`src/verilog/cfb_pkg.sv`:
```
// cfb_pkg: constants and types for the configuration fuse bank.
// assumes a 22-bit table pointer and byte-wide configuration cells.
`default_nettype none
package cfb_pkg;
  localparam int ADDR_W = 22;
  localparam int NUM_REGS = 7;

  // table addresses of the implemented configuration bytes
  localparam logic [21:0] OFS_POWER_SUPERVISOR = 22'h300002;
  localparam logic [21:0] OFS_WATCHDOG = 22'h300003;
  localparam logic [21:0] OFS_PIN_FUNCTION = 22'h300005;
  localparam logic [21:0] OFS_DEBUG_CORE = 22'h300006;
  localparam logic [21:0] OFS_BLOCK_READ_PROTECT = 22'h300008;
  localparam logic [21:0] OFS_BOOT_EEPROM_PROTECT = 22'h300009;
  localparam logic [21:0] OFS_BLOCK_WRITE_PROTECT = 22'h30000A;

  // cell indices inside the bank
  localparam logic [2:0] IDX_POWER = 3'h0;
  localparam logic [2:0] IDX_WDOG = 3'h1;
  localparam logic [2:0] IDX_PINS = 3'h2;
  localparam logic [2:0] IDX_DEBUG = 3'h3;
  localparam logic [2:0] IDX_CP = 3'h4;
  localparam logic [2:0] IDX_CPBE = 3'h5;
  localparam logic [2:0] IDX_WRT = 3'h6;

  // unprogrammed values, implemented-bit masks and clear-only masks, index 6 first
  localparam logic [6:0][7:0] CELL_DEFAULT = {8'h0F, 8'hC0, 8'h0F, 8'h85, 8'h83, 8'h1F, 8'h1F};
  localparam logic [6:0][7:0] CELL_MASK = {8'h0F, 8'hC0, 8'h0F, 8'hE5, 8'h87, 8'h1F, 8'h3F};
  localparam logic [6:0][7:0] CELL_CLEAR_ONLY = {8'h0F, 8'hC0, 8'h0F, 8'h00, 8'h00, 8'h00, 8'h00};

  // field positions
  localparam int POS_PWRUP_N = 0;
  localparam int POS_BOR_MODE = 1;
  localparam int POS_BOR_THRESH = 3;
  localparam int POS_USB_REG = 5;
  localparam int POS_WDOG_EN = 0;
  localparam int POS_WDOG_PS = 1;
  localparam int POS_ROUTE = 0;
  localparam int POS_PORTB_AN = 1;
  localparam int POS_LP_OSC = 2;
  localparam int POS_RST_PIN = 7;
  localparam int POS_STACK_RST = 0;
  localparam int POS_LVP = 2;
  localparam int POS_DBG_PORT = 5;
  localparam int POS_EXT_ISA = 6;
  localparam int POS_DEBUG_N = 7;
  localparam int POS_BOOT_CP = 6;
  localparam int POS_EEPROM_CP = 7;

  // brown-out mode codes
  localparam logic [1:0] BOR_ALWAYS = 2'h3;
  localparam logic [1:0] BOR_AWAKE = 2'h2;
  localparam logic [1:0] BOR_SOFT = 2'h1;
  localparam logic [1:0] BOR_OFF = 2'h0;

  // program memory block boundaries
  localparam logic [21:0] BOOT_END = 22'h0007FF;
  localparam logic [21:0] BLOCK_SIZE = 22'h002000;
  localparam logic [21:0] BLOCK3_END = 22'h007FFF;
  localparam logic [21:0] BLOCK0_WR_START_DEFAULT = 22'h000800;

  // self-timed cell write
  localparam int CLK_PERIOD_NS = 10;
  localparam int WRITE_TIME_NS = 1000;
  localparam int WRITE_CYCLES = (WRITE_TIME_NS + CLK_PERIOD_NS - 1) / CLK_PERIOD_NS;

  typedef enum logic [0:0] {
    WR_IDLE = 1'b0,
    WR_BUSY = 1'b1
  } cfb_wr_state_e;

  // decoded static controls, held from reset to reset
  typedef struct packed {
    logic usb_regulator_enable;
    logic [1:0] brownout_mode_sel;
    logic [1:0] brownout_threshold_sel;
    logic powerup_delay_enable_n;
    logic [3:0] watchdog_postscale_sel;
    logic watchdog_force_enable;
    logic reset_pin_enable;
    logic lowpower_sec_osc_enable;
    logic portb_analog_at_reset;
    logic capcomp2_pin_route;
    logic debug_disable;
    logic extended_isa_enable;
    logic dedicated_debug_port_enable;
    logic low_voltage_prog_enable;
    logic stack_fault_reset_enable;
    logic [3:0] block_code_protect_n;
    logic eeprom_code_protect_n;
    logic boot_code_protect_n;
    logic [3:0] block_write_protect_n;
  } cfb_ctrl_s;
endpackage
`default_nettype wire
```
`src/verilog/cfb_fuse_bank.sv`:
```
// cfb_fuse_bank: configuration byte bank, table access and decoded controls.
// assumes table reads/writes come from core logic on core_clk_in; the reset pin is asynchronous.
//
// Contract
// - regulator enable bit drives usb regulator
// - mode 11 always, 10 off in sleep
// - mode 01 software controls, 00 off
// - threshold 11 lowest, 00 highest
// - power-up timer bit is active low
// - power-up timer independent of brown-out
// - postscale ratio is two to field
// - watchdog forced on, else software bit
// - reset pin or plain input pin
// - low-power secondary oscillator select
// - port b analog mask loaded each reset
// - capture/compare 2 routed port c or b
// - debug bit 0 enables debugger, dedicates pins
// - extended instruction set enable
// - dedicated debug port, largest package only
// - low-voltage programming entry gate
// - stack fault reset enable
// - four block code-protect bits, active low
// - eeprom and boot block code protect
// - block write protect blocks self-writes
// - protection bits clear-only
`default_nettype none
module cfb_fuse_bank #(
  parameter bit HAS_BLOCK3 = 1'b1,
  parameter bit HAS_DEBUG_PORT = 1'b1,
  parameter logic [21:0] BLOCK0_WR_START = cfb_pkg::BLOCK0_WR_START_DEFAULT
) (
  // clock and reset
  input wire logic core_clk_in,
  input wire logic rst_in,
  // cell array initialisation (bulk erase to unprogrammed)
  input wire logic nv_init_in,
  // table access
  input wire logic [21:0] tbl_addr_in,
  input wire logic [7:0] tbl_wdata_in,
  input wire logic tbl_rd_in,
  input wire logic tbl_wr_start_in,
  output logic [7:0] tbl_rdata_out,
  output logic tbl_wr_busy_out,
  // software control bits and core status
  input wire logic soft_brownout_enable_in,
  input wire logic soft_watchdog_enable_in,
  input wire logic sleep_in,
  input wire logic stack_fault_in,
  // shared reset pin
  input wire logic master_reset_input_in,
  output logic ext_reset_out,
  output logic shared_input_pin_out,
  // self-write check
  input wire logic selfwrite_req_in,
  input wire logic [21:0] selfwrite_addr_in,
  output logic selfwrite_blocked_out,
  // decoded controls
  output logic usb_regulator_enable_out,
  output logic brownout_reset_enable_out,
  output logic [1:0] brownout_level_out,
  output logic powerup_delay_timer_enable_out,
  output logic [15:0] watchdog_postscale_ratio_out,
  output logic watchdog_enable_out,
  output logic lowpower_sec_osc_enable_out,
  output logic [4:0] analog_pin_config_reg_out,
  output logic capcomp2_pin_route_out,
  output logic debugger_enable_out,
  output logic extended_isa_enable_out,
  output logic dedicated_debug_port_enable_out,
  output logic low_voltage_prog_enable_out,
  output logic stack_fault_reset_out,
  output logic [3:0] block_code_protect_out,
  output logic eeprom_code_protect_out,
  output logic boot_code_protect_out,
  output logic [3:0] block_write_protect_out
);

  localparam logic [2:0] BAD_IDX = 3'h7;
  localparam logic [7:0] BLK3_BIT = 8'h08;
  localparam logic [$clog2(cfb_pkg::WRITE_CYCLES+1)-1:0] WR_LAST =
    ($clog2(cfb_pkg::WRITE_CYCLES+1))'(cfb_pkg::WRITE_CYCLES - 1);

  // table pointer to cell index; BAD_IDX for unmapped
  function automatic logic [2:0] cell_index(input logic [21:0] addr);
    case (addr)
      cfb_pkg::OFS_POWER_SUPERVISOR: cell_index = cfb_pkg::IDX_POWER;
      cfb_pkg::OFS_WATCHDOG: cell_index = cfb_pkg::IDX_WDOG;
      cfb_pkg::OFS_PIN_FUNCTION: cell_index = cfb_pkg::IDX_PINS;
      cfb_pkg::OFS_DEBUG_CORE: cell_index = cfb_pkg::IDX_DEBUG;
      cfb_pkg::OFS_BLOCK_READ_PROTECT: cell_index = cfb_pkg::IDX_CP;
      cfb_pkg::OFS_BOOT_EEPROM_PROTECT: cell_index = cfb_pkg::IDX_CPBE;
      cfb_pkg::OFS_BLOCK_WRITE_PROTECT: cell_index = cfb_pkg::IDX_WRT;
      default: cell_index = BAD_IDX;
    endcase
  endfunction

  // bits a part without block 3 holds at 1
  function automatic logic [7:0] forced_ones(input logic [2:0] idx);
    if (!HAS_BLOCK3 && (idx == cfb_pkg::IDX_CP || idx == cfb_pkg::IDX_WRT)) begin
      forced_ones = BLK3_BIT;
    end else begin
      forced_ones = 8'h00;
    end
  endfunction

  logic [7:0] cells [0:cfb_pkg::NUM_REGS-1];
  cfb_pkg::cfb_wr_state_e wr_state;
  logic [$clog2(cfb_pkg::WRITE_CYCLES+1)-1:0] wr_count;
  logic [2:0] wr_idx;
  logic [7:0] wr_data;
  logic [2:0] rd_idx;
  logic [2:0] start_idx;
  logic [7:0] next_cell;
  cfb_pkg::cfb_ctrl_s ctrl;
  cfb_pkg::cfb_ctrl_s next_ctrl;
  logic pin_meta;
  logic pin_sync;

  assign rd_idx = cell_index(tbl_addr_in);
  assign start_idx = cell_index(tbl_addr_in);
  assign tbl_wr_busy_out = (wr_state == cfb_pkg::WR_BUSY);

  // self-timed byte write; new starts while busy are dropped
  always_ff @(posedge core_clk_in) begin
    if (rst_in) begin
      wr_state <= cfb_pkg::WR_IDLE;
      wr_count <= '0;
      wr_idx <= BAD_IDX;
      wr_data <= 8'h00;
    end else begin
      case (wr_state)
        cfb_pkg::WR_IDLE: begin
          if (tbl_wr_start_in && start_idx != BAD_IDX) begin
            wr_state <= cfb_pkg::WR_BUSY;
            wr_idx <= start_idx;
            wr_data <= tbl_wdata_in;
            wr_count <= '0;
          end
        end
        cfb_pkg::WR_BUSY: begin
          if (wr_count == WR_LAST) begin
            wr_state <= cfb_pkg::WR_IDLE;
          end else begin
            wr_count <= wr_count + 1'b1;
          end
        end
        default: wr_state <= cfb_pkg::WR_IDLE;
      endcase
    end
  end

  // value a finishing write leaves in its cell
  always_comb begin
    next_cell = wr_data & cfb_pkg::CELL_MASK[wr_idx];
    // protection bits can only go from 1 to 0
    next_cell = (next_cell & ~cfb_pkg::CELL_CLEAR_ONLY[wr_idx])
      | (next_cell & cells[wr_idx] & cfb_pkg::CELL_CLEAR_ONLY[wr_idx]);
    next_cell = next_cell | forced_ones(wr_idx);
  end

  // nonvolatile cells: untouched by rst_in, so they survive system reset
  always_ff @(posedge core_clk_in) begin
    if (nv_init_in) begin
      for (int i = 0; i < cfb_pkg::NUM_REGS; i++) begin
        cells[i] <= cfb_pkg::CELL_DEFAULT[i];
      end
    end else if (!rst_in && wr_state == cfb_pkg::WR_BUSY && wr_count == WR_LAST) begin
      cells[wr_idx] <= next_cell;
    end
  end

  // table read: registered, implemented bits only, unmapped reads zero
  always_ff @(posedge core_clk_in) begin
    if (rst_in) begin
      tbl_rdata_out <= 8'h00;
    end else if (tbl_rd_in) begin
      if (rd_idx == BAD_IDX) begin
        tbl_rdata_out <= 8'h00;
      end else begin
        tbl_rdata_out <= (cells[rd_idx] & cfb_pkg::CELL_MASK[rd_idx]) | forced_ones(rd_idx);
      end
    end
  end

  // unpack cells into control fields
  always_comb begin
    next_ctrl.usb_regulator_enable = cells[cfb_pkg::IDX_POWER][cfb_pkg::POS_USB_REG];
    next_ctrl.brownout_threshold_sel = cells[cfb_pkg::IDX_POWER][cfb_pkg::POS_BOR_THRESH +: 2];
    next_ctrl.brownout_mode_sel = cells[cfb_pkg::IDX_POWER][cfb_pkg::POS_BOR_MODE +: 2];
    next_ctrl.powerup_delay_enable_n = cells[cfb_pkg::IDX_POWER][cfb_pkg::POS_PWRUP_N];
    next_ctrl.watchdog_postscale_sel = cells[cfb_pkg::IDX_WDOG][cfb_pkg::POS_WDOG_PS +: 4];
    next_ctrl.watchdog_force_enable = cells[cfb_pkg::IDX_WDOG][cfb_pkg::POS_WDOG_EN];
    next_ctrl.reset_pin_enable = cells[cfb_pkg::IDX_PINS][cfb_pkg::POS_RST_PIN];
    next_ctrl.lowpower_sec_osc_enable = cells[cfb_pkg::IDX_PINS][cfb_pkg::POS_LP_OSC];
    next_ctrl.portb_analog_at_reset = cells[cfb_pkg::IDX_PINS][cfb_pkg::POS_PORTB_AN];
    next_ctrl.capcomp2_pin_route = cells[cfb_pkg::IDX_PINS][cfb_pkg::POS_ROUTE];
    next_ctrl.debug_disable = cells[cfb_pkg::IDX_DEBUG][cfb_pkg::POS_DEBUG_N];
    next_ctrl.extended_isa_enable = cells[cfb_pkg::IDX_DEBUG][cfb_pkg::POS_EXT_ISA];
    // no such port outside the largest package
    next_ctrl.dedicated_debug_port_enable =
      HAS_DEBUG_PORT & cells[cfb_pkg::IDX_DEBUG][cfb_pkg::POS_DBG_PORT];
    next_ctrl.low_voltage_prog_enable = cells[cfb_pkg::IDX_DEBUG][cfb_pkg::POS_LVP];
    next_ctrl.stack_fault_reset_enable = cells[cfb_pkg::IDX_DEBUG][cfb_pkg::POS_STACK_RST];
    // block 3 bit reads as unprotected on parts without that block
    next_ctrl.block_code_protect_n = cells[cfb_pkg::IDX_CP][3:0] | {!HAS_BLOCK3, 3'h0};
    next_ctrl.eeprom_code_protect_n = cells[cfb_pkg::IDX_CPBE][cfb_pkg::POS_EEPROM_CP];
    next_ctrl.boot_code_protect_n = cells[cfb_pkg::IDX_CPBE][cfb_pkg::POS_BOOT_CP];
    next_ctrl.block_write_protect_n = cells[cfb_pkg::IDX_WRT][3:0] | {!HAS_BLOCK3, 3'h0};
  end

  // snapshot follows the cells only while reset is held
  always_ff @(posedge core_clk_in) begin
    if (rst_in) begin
      ctrl <= next_ctrl;
    end
  end

  // port b analog mask reloaded on every reset, software owns it after
  always_ff @(posedge core_clk_in) begin
    if (rst_in) begin
      analog_pin_config_reg_out <= {5{next_ctrl.portb_analog_at_reset}};
    end
  end

  // reset pin is asynchronous: two flops before use
  always_ff @(posedge core_clk_in) begin
    pin_meta <= master_reset_input_in;
    pin_sync <= pin_meta;
  end

  // pin role
  always_ff @(posedge core_clk_in) begin
    if (rst_in) begin
      ext_reset_out <= 1'b0;
      shared_input_pin_out <= 1'b0;
    end else if (ctrl.reset_pin_enable) begin
      ext_reset_out <= ~pin_sync;
      shared_input_pin_out <= 1'b0;
    end else begin
      ext_reset_out <= 1'b0;
      shared_input_pin_out <= pin_sync;
    end
  end

  // brown-out and power-up timer decoded from separate fields
  always_ff @(posedge core_clk_in) begin
    if (rst_in) begin
      brownout_reset_enable_out <= 1'b0;
    end else begin
      case (ctrl.brownout_mode_sel)
        cfb_pkg::BOR_ALWAYS: brownout_reset_enable_out <= 1'b1;
        cfb_pkg::BOR_AWAKE: brownout_reset_enable_out <= ~sleep_in;
        cfb_pkg::BOR_SOFT: brownout_reset_enable_out <= soft_brownout_enable_in;
        cfb_pkg::BOR_OFF: brownout_reset_enable_out <= 1'b0;
        default: brownout_reset_enable_out <= 1'b0;
      endcase
    end
  end

  // watchdog: forced on by the fuse, otherwise the software bit
  always_ff @(posedge core_clk_in) begin
    if (rst_in) begin
      watchdog_enable_out <= 1'b0;
      stack_fault_reset_out <= 1'b0;
    end else begin
      watchdog_enable_out <= ctrl.watchdog_force_enable | soft_watchdog_enable_in;
      stack_fault_reset_out <= ctrl.stack_fault_reset_enable & stack_fault_in;
    end
  end

  // self-write check against block write protection only; the boot block below BLOCK0_WR_START is never blocked
  always_ff @(posedge core_clk_in) begin
    if (rst_in) begin
      selfwrite_blocked_out <= 1'b0;
    end else if (selfwrite_req_in) begin
      selfwrite_blocked_out <= 1'b0;
      for (int b = 0; b < 4; b++) begin
        if (!ctrl.block_write_protect_n[b]
            && selfwrite_addr_in >= ((b == 0) ? BLOCK0_WR_START : 22'(b) * cfb_pkg::BLOCK_SIZE)
            && selfwrite_addr_in < 22'(b + 1) * cfb_pkg::BLOCK_SIZE) begin
          selfwrite_blocked_out <= 1'b1;
        end
      end
    end else begin
      selfwrite_blocked_out <= 1'b0;
    end
  end

  // static controls straight from the snapshot
  always_ff @(posedge core_clk_in) begin
    if (rst_in) begin
      usb_regulator_enable_out <= 1'b0;
      brownout_level_out <= 2'h0;
      powerup_delay_timer_enable_out <= 1'b0;
      watchdog_postscale_ratio_out <= 16'h0001;
      lowpower_sec_osc_enable_out <= 1'b0;
      capcomp2_pin_route_out <= 1'b0;
      debugger_enable_out <= 1'b0;
      extended_isa_enable_out <= 1'b0;
      dedicated_debug_port_enable_out <= 1'b0;
      low_voltage_prog_enable_out <= 1'b0;
      block_code_protect_out <= 4'h0;
      eeprom_code_protect_out <= 1'b0;
      boot_code_protect_out <= 1'b0;
      block_write_protect_out <= 4'h0;
    end else begin
      usb_regulator_enable_out <= ctrl.usb_regulator_enable;
      // level 0 is the lowest trip point
      brownout_level_out <= ~ctrl.brownout_threshold_sel;
      powerup_delay_timer_enable_out <= ~ctrl.powerup_delay_enable_n;
      watchdog_postscale_ratio_out <= 16'h0001 << ctrl.watchdog_postscale_sel;
      lowpower_sec_osc_enable_out <= ctrl.lowpower_sec_osc_enable;
      capcomp2_pin_route_out <= ctrl.capcomp2_pin_route;
      debugger_enable_out <= ~ctrl.debug_disable;
      extended_isa_enable_out <= ctrl.extended_isa_enable;
      dedicated_debug_port_enable_out <= ctrl.dedicated_debug_port_enable;
      low_voltage_prog_enable_out <= ctrl.low_voltage_prog_enable;
      block_code_protect_out <= ~ctrl.block_code_protect_n;
      eeprom_code_protect_out <= ~ctrl.eeprom_code_protect_n;
      boot_code_protect_out <= ~ctrl.boot_code_protect_n;
      block_write_protect_out <= ~ctrl.block_write_protect_n;
    end
  end

endmodule
`default_nettype wire

```
`config.mk`:
```
export PLATFORM = sky130hd
export DESIGN_NAME = cfb_fuse_bank
export DESIGN_NICKNAME = d
export VERILOG_FILES = /design/src/verilog/cfb_pkg.sv /design/src/verilog/cfb_fuse_bank.sv
export SDC_FILE = /design/constraint.sdc
export NUM_CORES = 1
export LEC_CHECK = 0
export BUFFER_PORTS_ARGS = -buffer_cell sky130_fd_sc_hd__buf_2
export CAP_MARGIN = 10
export CORE_MARGIN = 8
export CORE_UTILIZATION = 52
export CTS_BUF_LIST = sky130_fd_sc_hd__clkbuf_2 sky130_fd_sc_hd__clkbuf_4 sky130_fd_sc_hd__clkbuf_8
export DETAILED_ROUTE_END_ITERATION = 10
export PLACE_DENSITY = 0.75
export SYNTH_ARGS = -nofsm -noshare
export SYNTH_HDL_FRONTEND = slang
export SYNTH_SLANG_ARGS = --single-unit
export TNS_END_PERCENT = 5
```
`constraint.sdc`:
```
create_clock -name core_clk_in -period 2.8 [get_ports core_clk_in]
set_input_delay 0.56 -clock core_clk_in [delete_from_list [all_inputs] [get_ports core_clk_in]]
set_output_delay 0.56 -clock core_clk_in [all_outputs]
set_load 0.02 [all_outputs]
```
## Word level (Yosys, flattened, before mapping)

Memory sizes are Yosys's and may differ from the RTL's. A register that Yosys moved wholly into a read port is not among the register bits.
Cells that the tools add are included.
Widths: inputs -> output; s select.

| word-level totals | value |
|---|---|
| flip-flop bits (word level) | 71 |
| memory bits (writable) | 56 |
| memory bits (read-only) | 192 |
| input port bits | 63 |
| memories kept | 4 |

| operators by class | value |
|---|---|
| $add $sub $neg | 1 |
| $lt $le $gt $ge | 10 |
| equality and inequality tests | 15 |
| shift-type cells | 1 |
| muxes and demuxes | 33 |
| bitwise operators | 22 |
| reduce and logical (&&, ||, !) cells | 23 |

Memories:

| name | words | width | read ports | clocked after Yosys merged registers in | wr ports | RTL line | RTL |
|---|---|---|---|---|---|---|---|
| (no name shown) | 8 | 8 | 1 | 0 | 0 | cfb_fuse_bank.sv:180 | `tbl_rdata_out <= (cells[rd_idx] & cfb_pkg::CELL_MASK[rd_idx]) \| forced_ones(rd_idx);` |
| (no name shown) | 8 | 8 | 1 | 1 | 0 | cfb_fuse_bank.sv:157 | `\| (next_cell & cells[wr_idx] & cfb_pkg::CELL_CLEAR_ONLY[wr_idx]);` |
| (no name shown) | 8 | 8 | 1 | 1 | 0 | cfb_fuse_bank.sv:154 | `next_cell = wr_data & cfb_pkg::CELL_MASK[wr_idx];` |
| cells | 7 | 8 | 9 | 8 | 7 | cfb_fuse_bank.sv:106 | `logic [7:0] cells [0:cfb_pkg::NUM_REGS-1];` |

Operators by type and width:

| operator | number |
|---|---|
| $eq 22x22->1 const B | 7 |
| $mux 8 | 8 |
| $ge 22x15->1 const B | 2 |
| $lt 22x15->1 const B | 2 |
| $and 8x8->8 | 5 |
| $ge 22x12->1 const B | 1 |
| $ge 22x14->1 const B | 1 |
| $lt 22x14->1 const B | 1 |
| $lt 22x16->1 const B | 1 |
| $mux 3 | 7 |
| $pmux 3 s7 | 1 |
| $or 8x8->8 | 2 |
| $shl 1x4->16 const A | 1 |
| $mux 7 | 2 |
| $pmux 7 s2 | 1 |
| $mux 1 | 12 |
| $logic_and 1x1->1 | 11 |
| $not 1->1 | 9 |
| $lt 3x4->1 const B | 2 |
| $not 4->4 | 2 |
| $not 8->8 | 1 |
| $reduce_or 8->1 | 1 |
| $add 7x1->7 const B | 1 |
| $eq 7x7->1 const B | 1 |
| 14 further kinds | 23 |

## Longest topological paths before layout

Gate-level depths: netlist of run 1.

| depth | value |
|---|---|
| depth in word-level cells | 8 |
| gate-level depth with buffers | 13 |
| depth with buffers taken out | 11 |

## Worst setup path after synthesis of run 1

No wires, ideal clock.

| timing | value |
|---|---|
| kind | input-to-reg |
| start | input tbl_addr_in[9] |
| end | register (tool-made name) |
| library setup time | 123 ps |
| arrival time | 2938 ps |
| data required time | 2677 ps |
| setup slack | -261 ps |
| cell stages on the path | 12 |
| buffers on the path | 2 |
| cell sequence | nor4_2 > and2_2 > buf_2 > nand3_1 > ha_1 > o31ai_4 > nand2_1 > clkbuf_1 > nand2_1 > o211ai_1 > ha_1 > mux2_1 |

RTL lines:

| item | RTL line | RTL |
|---|---|---|
| start: declaration | cfb_fuse_bank.sv:38 | `input wire logic [21:0] tbl_addr_in,` |

==> run metrics, run 1 <==
status=completed; most used cell, CP=nand2_1; top post-synthesis cells by count=dfxtp_1, edfxtp_1, nor2_1; count leader, synth=dfxtp_1; top post-synthesis cells by area=edfxtp_1, dfxtp_1, mux4_2; DRC=0; total grt overflow=0; Crit Path Max Fanout=8; relative slew slack=roughly 41%; Slowest cell on crit path=dfxtp_1; GRT Total Usage=roughly 22%; Synth area leader=edfxtp_1; Starting Density=a little over half; multi-input logic area=approximately 2700 um^2; global-route wire length before repair=around 30000 um; clk root buf=clkbuf_8; cell row count=42; Final nets=between 800 and 900; Register Area=~4100 um^2; maximum vdd ir drop=~0.26 mV; num ports=119; core area=13200 um^2; Reg clk slew, reported paths=0.09 ns; Yosys reg bits=around 170; post-synth top area share=between 30% and 40%; detailed-route wire length per cell=19.8 um; initial antenna violation count=0; via density per instance=between 5 and 6; Num Clock Sinks=around 170; Antenna Cells=0; vias in the first global route=5525; Clock Power Share=approximately 37%; Flop pwr share=between 50% and 60%; pwr/cell area=~550 nW/um^2; Pint=between 3 and 4 mW; first drt pass iteration count=5; H-tree levels=4; Max Slew Vio Count=0; Detail Route Antenna Nets=0; Port Buffers=~110; Final Util=64.3%; largest net degree at the start of global routing=~80; Worst Tran Pin Value=0.876 ns; max cap viols=0; Min Hold Slack=roughly 0.2 ns; Worst Path Arrival=~2.7 ns; delay-heaviest family, CP=simple AND/OR/NAND/NOR gates; chip width=approximately 130 um; dominant synthesized flop cell=dfxtp_1; number of synthesized flops with an enable pin=78; synth unique cells=67; GP Congestion=0.937; Post-Syn Area=6990 um^2; area grow syn2layout=21.4%; setup bufs post-CTS=0; CP Class=reg -> reg; worst path required time=2.91 ns; Setup Skew=0.0206 ns; die area=17400 um^2; clock buffer depth=2; endpoints failing hold=0; syn_nets=685; Yosys warnings=0; LEAKAGE=roughly 3.4 nW; final worst-path cycle share=between 90% and 100%; CP endpoint kind=flop; Sw Ratio=24.4%; crit path launch type=flop; CTS Buf Count=17; fraction of layout cells with a size suffix above 1=approximately 30%; HP Start=master_reset_input_in; reg2reg start=wr_count[0]$_SDFFE_PP0P_; setup TNS=0 ns; setup repair after global routing missed its margin=no; hold crit path type=in -> reg; Tmin final=2.61 ns; worst path bufs/invs=0; DRT iter0 DRCs=611; Gate power share=under 10%; Routed WL=18900 um; chip height=132 um; syn avg cell area=11.4 um^2; Detail Placement HPWL=14700 um; Setup crit start=wr_count[0]$_SDFFE_PP0P_; worst path cell trace=ha_1 -> nand4_1 -> nor4_4 -> nand2_1 -> nor2_1 -> nand2_1 -> nand2_1; CTS tree=yes; Crit path largest cell delay=~0.42 ns; Sw Pwr=~1.1 mW; FMAX=between 300 and 400 MHz; register area share after synthesis=approximately 60%; Worst-Skew Late Latency=0.47 ns; # setup viols final=0; FILL cells=between 1000 and 1500; async set-reset flop share out of synthesis=0%; cells after synthesis=slightly above 600; via count of the routed design=~5400
[worst register-to-register path, stage by stage (launching register included)]
cell and delay (ns):
dfxtp_1 0.42, ha_1 0.29, nand4_1 0.18, nor4_4 0.32
nand2_1 0.20, nor2_1 0.25, nand2_1 0.19, nand2_1 0.41
[final cells by class]
class / count / share of cell area [%]
Clock buffer: 17 / 2.76
Clock inverter: 15 / 2.02
Inverter: 18 / 0.796
Multi-Input combinational cell: 401 / 31.9
Sequential cell: 167 / 48.6
Tap cell: 176 / 2.59
Timing Repair Buffer: 160 / 11.3
[worst paths after layout]
check,endpoint,slack (ns),depth (start not counted)
max,cells[0][3]$_SDFFCE_PN1P_,0.19,7
min reg2reg,pin_sync$_DFF_P_,0.34,0
max reg2reg,cells[0][3]$_SDFFCE_PN1P_,0.19,7
min,pin_meta$_DFF_P_,0.20,1
[flip-flops by register name, indices dropped and copies added (netlist names), 2 cells and up, named ones only]
| signal | flops |
|---|---|
| wr_count | 7 |
| wr_data | 8 |
| cells | 54 |
| ctrl | 29 |
| block_write_protect_out | 4 |
| block_code_protect_out | 4 |
| wr_idx | 3 |
| tbl_rdata_out | 8 |
| brownout_level_out | 2 |
| watchdog_postscale_ratio_out | 16 |
[cell usage in the layout, fill, tap and decap left out, types with 12 or more instances in the layout]
| cell type | count |
|---|---|
| a21oi_1 | 19 |
| and2_1 | 12 |
| buf_2 | 107 |
| buf_4 | 51 |
| clkbuf_8 | 17 |
| dfxtp_1 | 89 |
| edfxtp_1 | 78 |
| inv_1 | 15 |
| mux2i_1 | 16 |
| mux4_2 | 13 |
| nand2_1 | 73 |
| nand2b_1 | 12 |
| nand3_1 | 15 |
| nand4_1 | 14 |
| nor2_1 | 74 |
| nor3_1 | 23 |
| o21ai_0 | 17 |
[cell families (layout without fill, tap and decap cells)]
kind of cell | Yosys count | after routing | synth area share, %
compound gates | 87 | 87 | 8.79
xor+xnor | 6 | 6 | 0.859
buf+inv | 45 | 210 | 2.97
mux | 33 | 33 | 7.12
fa+ha+maj | 9 | 9 | 1.61
simple gates | 266 | 266 | 19.7
flops | 167 | 167 | 59.0
[per-layer routing]
metal	global-route usage (%)	vias to the layer above	wire, um
met2	36.7	272	9210
li1	-	2531	-
met4	9.06	0	501
met3	6.44	38	1770
met1	26.4	2569	7440
met5	0	-	0
[repair_timing]
action	4_1_cts	5_1_grt
hold buffers	0	0
setup endpoints to repair	0	25
gates resized for setup	0	1
[power groups by stage]
stage	combinational (mW)	sequential, mW	clock, mW
3_3_place_gp	0.266	2.72	0
3_5_place_dp	0.272	2.72	0
5_1_grt	0.295	2.67	1.87
6_report	0.273	2.67	1.75
4_1_cts	0.273	2.67	1.76
2_1_floorplan	0.115	2.72	0
[per-stage QoR]
step                      area [um^2]  instances  worst slack (ns)  power (mW)
after floorplan                  7060        613            0.0244        2.84
after global placement           8070        922           -0.0188        2.98
after detailed placement         8070        922            -0.116        2.99
after CTS                        8480        954            0.0993        4.70
after global routing             8490        954            0.0632        4.84
final                            8490        954             0.192        4.69
(Power assumes the default switching activity.)
==> run 2, diff against run 1 <==
- CORE_UTILIZATION: 52 -> 60
- CTS_BUF_LIST: sky130_fd_sc_hd__clkbuf_2 sky130_fd_sc_hd__clkbuf_4 sky130_fd_sc_hd__clkbuf_8 -> sky130_fd_sc_hd__clkbuf_4 sky130_fd_sc_hd__clkbuf_8 sky130_fd_sc_hd__clkbuf_16
- CTS_CLUSTER_SIZE: default -> 28
- PLACE_DENSITY: 0.75 -> 0.81
- clock period: 2.8 -> 3.34 ns (I/O delays scaled with it)
==> run metrics, run 2 (synthesized netlist as in run 1, its figures left out) <==
Worst Path Arrival=3.02 ns (+0.30 ns); global-route wire length before repair=28400 um (-6.2%); clk root buf=clkbuf_16; num ports=119 (unchanged); Max Slew Vio Count=0 (unchanged); final worst-path cycle share=88.4% (-4.8 points); core area=11400 um^2 (-13%); most used cell, CP=nand2_1; Setup Skew=0.00927 ns (-0.0114 ns); H-tree levels=4 (unchanged); crit path launch type=flop; initial antenna violation count=0 (unchanged); Post-DP Area=7750 um^2 (-4.0%); total grt overflow=0 (unchanged); Resized Gates After CTS=0 (unchanged); CTS Buf Count=17 (unchanged); LEAKAGE=3.36 nW (-1.5%); setup bufs post-CTS=0 (unchanged); commonest cells after routing, fill and taps aside=buf_2, dfxtp_1, edfxtp_1; Top reg by flops=cells; maximum vdd ir drop=0.400 mV (+51%); Final nets=809 (-3.3%); CTS tree=yes; first drt pass iteration count=6 (+1); setup repair after global routing missed its margin=no; worst path required time=3.41 ns (+0.50 ns); Worst-Skew Late Latency=0.43 ns (-0.04 ns); worst path cell trace=ha_1 -> nand4_1 -> nor4_2 -> nand2_1 -> nor2_1 -> nand2_1 -> nand2_1; GRT Total Usage=25.1% (+3.0 points); via count of the routed design=5450 (+0.74%); die area=15400 um^2 (-12%); setup TNS=0 ns (unchanged); largest net degree at the start of global routing=51 (-35%); detailed-route wire length per cell=21.0 um (+5.8%); Reg clk slew, reported paths=0.07 ns (-0.02 ns); Detail Route Antenna Nets=0 (unchanged); chip width=124 um (-6.1%); FMAX=339 MHz (-12%); status=completed; Crit Path Max Fanout=8 (unchanged); commonest non-fill, non-tap cell in the layout=buf_2; # setup viols final=0 (unchanged); Num Clock Sinks=167 (unchanged); hold buffers post-CTS=0 (unchanged); hold crit path type=reg -> reg; Slowest cell on crit path=nor4_2; relative slew slack=50.7% (+9.3 points); max cap viols=0 (unchanged); endpoints failing hold=0 (unchanged); Port Buffers=107 (unchanged); Tmin final=2.95 ns (+0.343 ns); fraction of layout cells with a size suffix above 1=26.7% (-3.4 points); chip height=124 um (-6.1%); DRT iter0 DRCs=666 (+9.0%); CP endpoint kind=flop; area grow syn2layout=19.4%; Largest regs=cells: 54 flops, ctrl: 29 flops, watchdog_postscale_ratio_out: 16 flops; Detail Placement HPWL=14000 um (-4.8%); CP Class=reg -> reg; Final Instance Area=8350 um^2 (-1.6%); GP Congestion=0.926 (-1.1%); clock buffer depth=2 (unchanged); Routed WL=18700 um (-0.95%); delay-heaviest family, CP=simple AND/OR/NAND/NOR gates; Crit path largest cell delay=0.57 ns (+0.15 ns); Antenna Cells=0 (unchanged); vias in the first global route=5288 (-4.3%); worst path bufs/invs=0 (unchanged); pwr/cell area=529 nW/um^2 (-4.2%); DRC=0 (unchanged); cell row count=39 (-7.1%); Starting Density=61.2% (+8.2 points); via density per instance=6.10 (+7.6%); max FFs per register=54 (unchanged); Worst Tran Pin Value=0.733 ns (-0.143 ns)
run 2: cell types whose count changed in the layout (fill, tap and decap cells not counted), sizes merged:
cell | before | now
clkbuf | 17 | 18
clkinvlp | 3 | 1
clkinv | 5 | 6
buf | 160 | 132
run 2: area by class of cell:
type | count | area [um^2]
Clock buffer | 18 | 433
Fill cell | 797 | 3070
Clock inverter | 14 | 163
Sequential cell | 167 | 4120
Tap cell | 143 | 179
Timing Repair Buffer | 132 | 723
Inverter | 18 | 67.6
Multi-Input combinational cell | 401 | 2660
run 2: worst paths after layout:
path,slack [ns],to,start,cells past startpoint
setup / recovery,0.39,cells[0][5]$_SDFFCE_PN0P_,wr_count[0]$_SDFFE_PP0P_,7
hold / removal,0.33,pin_sync$_DFF_P_,pin_meta$_DFF_P_,0
setup reg to reg,0.39,cells[0][5]$_SDFFCE_PN0P_,wr_count[0]$_SDFFE_PP0P_,7
hold reg to reg,0.33,pin_sync$_DFF_P_,pin_meta$_DFF_P_,0
run 2: power breakdown:
part	internal [mW]	switching, mW	leakage (nW)
clock network	1.13	0.839	0.293
registers	2.20	0.0380	1.46
logic	0.0795	0.136	1.60
run 2: through the flow:
stage	util, %	std cells	hold WS, ns	worst slack (ns)	total power [mW]
2_1_floorplan	-	613	0.310	0.171	2.38
3_3_place_gp	67.9	861	0.311	0.232	2.48
3_5_place_dp	67.9	861	0.314	0.0675	2.49
4_1_cts	73.1	893	0.319	0.426	4.42
5_1_grt	73.1	893	0.327	0.282	4.54
6_report	73.1	893	0.326	0.389	4.42
run 2: metal layers:
metal	vias to the layer above	track usage (%)	part of all wire, %
li1	2480	-	-
met1	2591	30.6	37
met2	338	40.7	48
met3	41	6.62	12
met4	0	12.7	3.4
met5	-	0	0
==> run 3, diff against run 2 <==
- RECOVER_POWER: default -> 100
==> run metrics, run 3 (synthesized netlist as in run 1, its figures left out) <==
status=completed; Final nets=809 (unchanged); relative slew slack=36.1% (-15 points); Slowest cell on crit path=nand3_1; pwr/cell area=537 nW/um^2 (+1.5%); chip width=124 um (unchanged); Worst Tran Pin Value=0.955 ns (+0.222 ns); Final Instance Area=8220 um^2 (-1.5%); setup repair after global routing missed its margin=no; vias in the first global route=5288 (unchanged); Num Clock Sinks=167 (unchanged); DRC=0 (unchanged); delay-heaviest family, CP=simple AND/OR/NAND/NOR gates; LEAKAGE=3.10 nW (-7.6%); Tot Pwr=4.42 mW (about the same); Detail Placement HPWL=14000 um (unchanged); Gate power share=4.7% (-0.2 points); final worst-path cycle share=92.7% (+4.3 points); Worst-Skew Late Latency=0.44 ns (about the same); clock buffer depth=2 (unchanged); clk root buf=clkbuf_16; GP Congestion=0.926 (unchanged); H-tree levels=4 (unchanged); Reg clk slew, reported paths=0.06 ns (about the same); Crit Path Max Fanout=16 (+8); GRT Total Usage=25.1% (unchanged); commonest cells after routing, fill and taps aside=dfxtp_1, edfxtp_1, nor2_1; Max Slew Vio Count=0 (unchanged); Largest regs=cells: 54 flops, ctrl: 29 flops, watchdog_postscale_ratio_out: 16 flops; pre-CTS WS=0.0675 ns (unchanged); num ports=119 (unchanged); commonest non-fill, non-tap cell in the layout=dfxtp_1; FMAX=323 MHz (-4.7%); CP endpoint kind=flop; Sw Ratio=23.0% (+0.11 points); largest net degree at the start of global routing=51 (unchanged); # setup viols final=0 (unchanged); Port Buffers=107 (unchanged); Starting Density=61.2% (unchanged); Pint=3.40 mW (-0.19%); max cap viols=0 (unchanged); die area=15400 um^2 (unchanged); Sw Pwr=1.02 mW (+0.43%); CTS Buf Count=17 (unchanged); crit path launch type=input pin; initial antenna violation count=0 (unchanged); CTS tree=yes; endpoints failing hold=0 (unchanged); Resized Gates After CTS=0 (unchanged); setup TNS=0 ns (unchanged); worst path cell trace=buf_2 -> nor4_2 -> and2_2 -> buf_4 -> nand3_1 -> a32o_1 -> or3_1 -> a32o_1; area grow syn2layout=17.6%; Tmin final=3.10 ns (+0.145 ns); Setup Skew=0.0117 ns (+0.00242 ns); Final Worst Setup Slack=0.244 ns (-0.145 ns); first drt pass iteration count=7 (+1); total grt overflow=0 (unchanged); Worst Path Arrival=3.42 ns (+0.40 ns); cell row count=39 (unchanged); Detail Route Antenna Nets=0 (unchanged); max FFs per register=54 (unchanged); global-route wire length before repair=28400 um (unchanged); Routed WL=18900 um (+0.86%); fraction of layout cells with a size suffix above 1=17.3% (-9.3 points); Top reg by flops=cells; detailed-route wire length per cell=21.2 um (+0.86%); FILL cells=839 (+5.3%); via count of the routed design=5499 (+0.90%); maximum vdd ir drop=0.398 mV (-0.32%); Post-DP Area=7750 um^2 (unchanged); chip height=124 um (unchanged); setup bufs post-CTS=0 (unchanged); most used cell, CP=a32o_1; Antenna Cells=0 (unchanged); Crit path largest cell delay=0.70 ns (+0.13 ns); core area=11400 um^2 (unchanged); hold crit path type=reg -> reg; CP Class=in -> reg; worst path bufs/invs=2 (+2); worst path required time=3.66 ns (+0.25 ns); Flop pwr share=50.7% (about the same); hold buffers post-CTS=0 (unchanged); Clock Power Share=44.6% (about the same); via density per instance=6.16 (+0.90%); DRT iter0 DRCs=639 (-4.1%)
run 3: layer usage:
layer | up-vias | global-route usage, % | routed length [um]
met5 | - | 0 | 0
met4 | 0 | 12.7 | 633
met3 | 53 | 6.62 | 2180
met2 | 366 | 40.7 | 8980
met1 | 2602 | 30.6 | 7110
li1 | 2478 | - | -
run 3: path summary, 6_finish.rpt:
path,start,endpoint,slack (ns),cells past startpoint
setup reg to reg,wr_count[0]$_SDFFE_PP0P_,cells[0][5]$_SDFFCE_PN0P_,0.37,7
setup / recovery,tbl_addr_in[9],tbl_rdata_out[2]$_SDFFE_PP0P_,0.24,8
hold / removal,pin_meta$_DFF_P_,pin_sync$_DFF_P_,0.33,0
hold reg to reg,pin_meta$_DFF_P_,pin_sync$_DFF_P_,0.33,0
run 3: power by group through the flow:
| stage | clock network [mW] | registers (mW) | logic [mW] |
|---|---|---|---|
| 2_1_floorplan | 0 | 2.28 | 0.0956 |
| 3_3_place_gp | 0 | 2.28 | 0.207 |
| 3_5_place_dp | 0 | 2.28 | 0.213 |
| 4_1_cts | 1.98 | 2.24 | 0.214 |
| 5_1_grt | 2.06 | 2.24 | 0.224 |
| 6_report | 1.97 | 2.24 | 0.208 |
run 3: per-stage QoR:
| step | hold slack (ns) | instances | util, % |
|---|---|---|---|
| after CTS | 0.319 | 893 | 73.1 |
| after floorplan | 0.310 | 613 | - |
| final | 0.326 | 893 | 72.0 |
| after global routing | 0.327 | 893 | 72.0 |
| after global placement | 0.311 | 861 | 67.9 |
| after detailed placement | 0.314 | 861 | 67.9 |
run 3: final cells by class:
type                       instances  area, um^2  area share, %
multi-input combinational        401        2630           32.0
sequential                       167        4120           50.1
clock inverter                    14         163           1.98
timing repair buffer             132         626           7.61
tap                              143         179           2.18
clock buffer                      18         433           5.26
inverter                          18        67.6          0.822
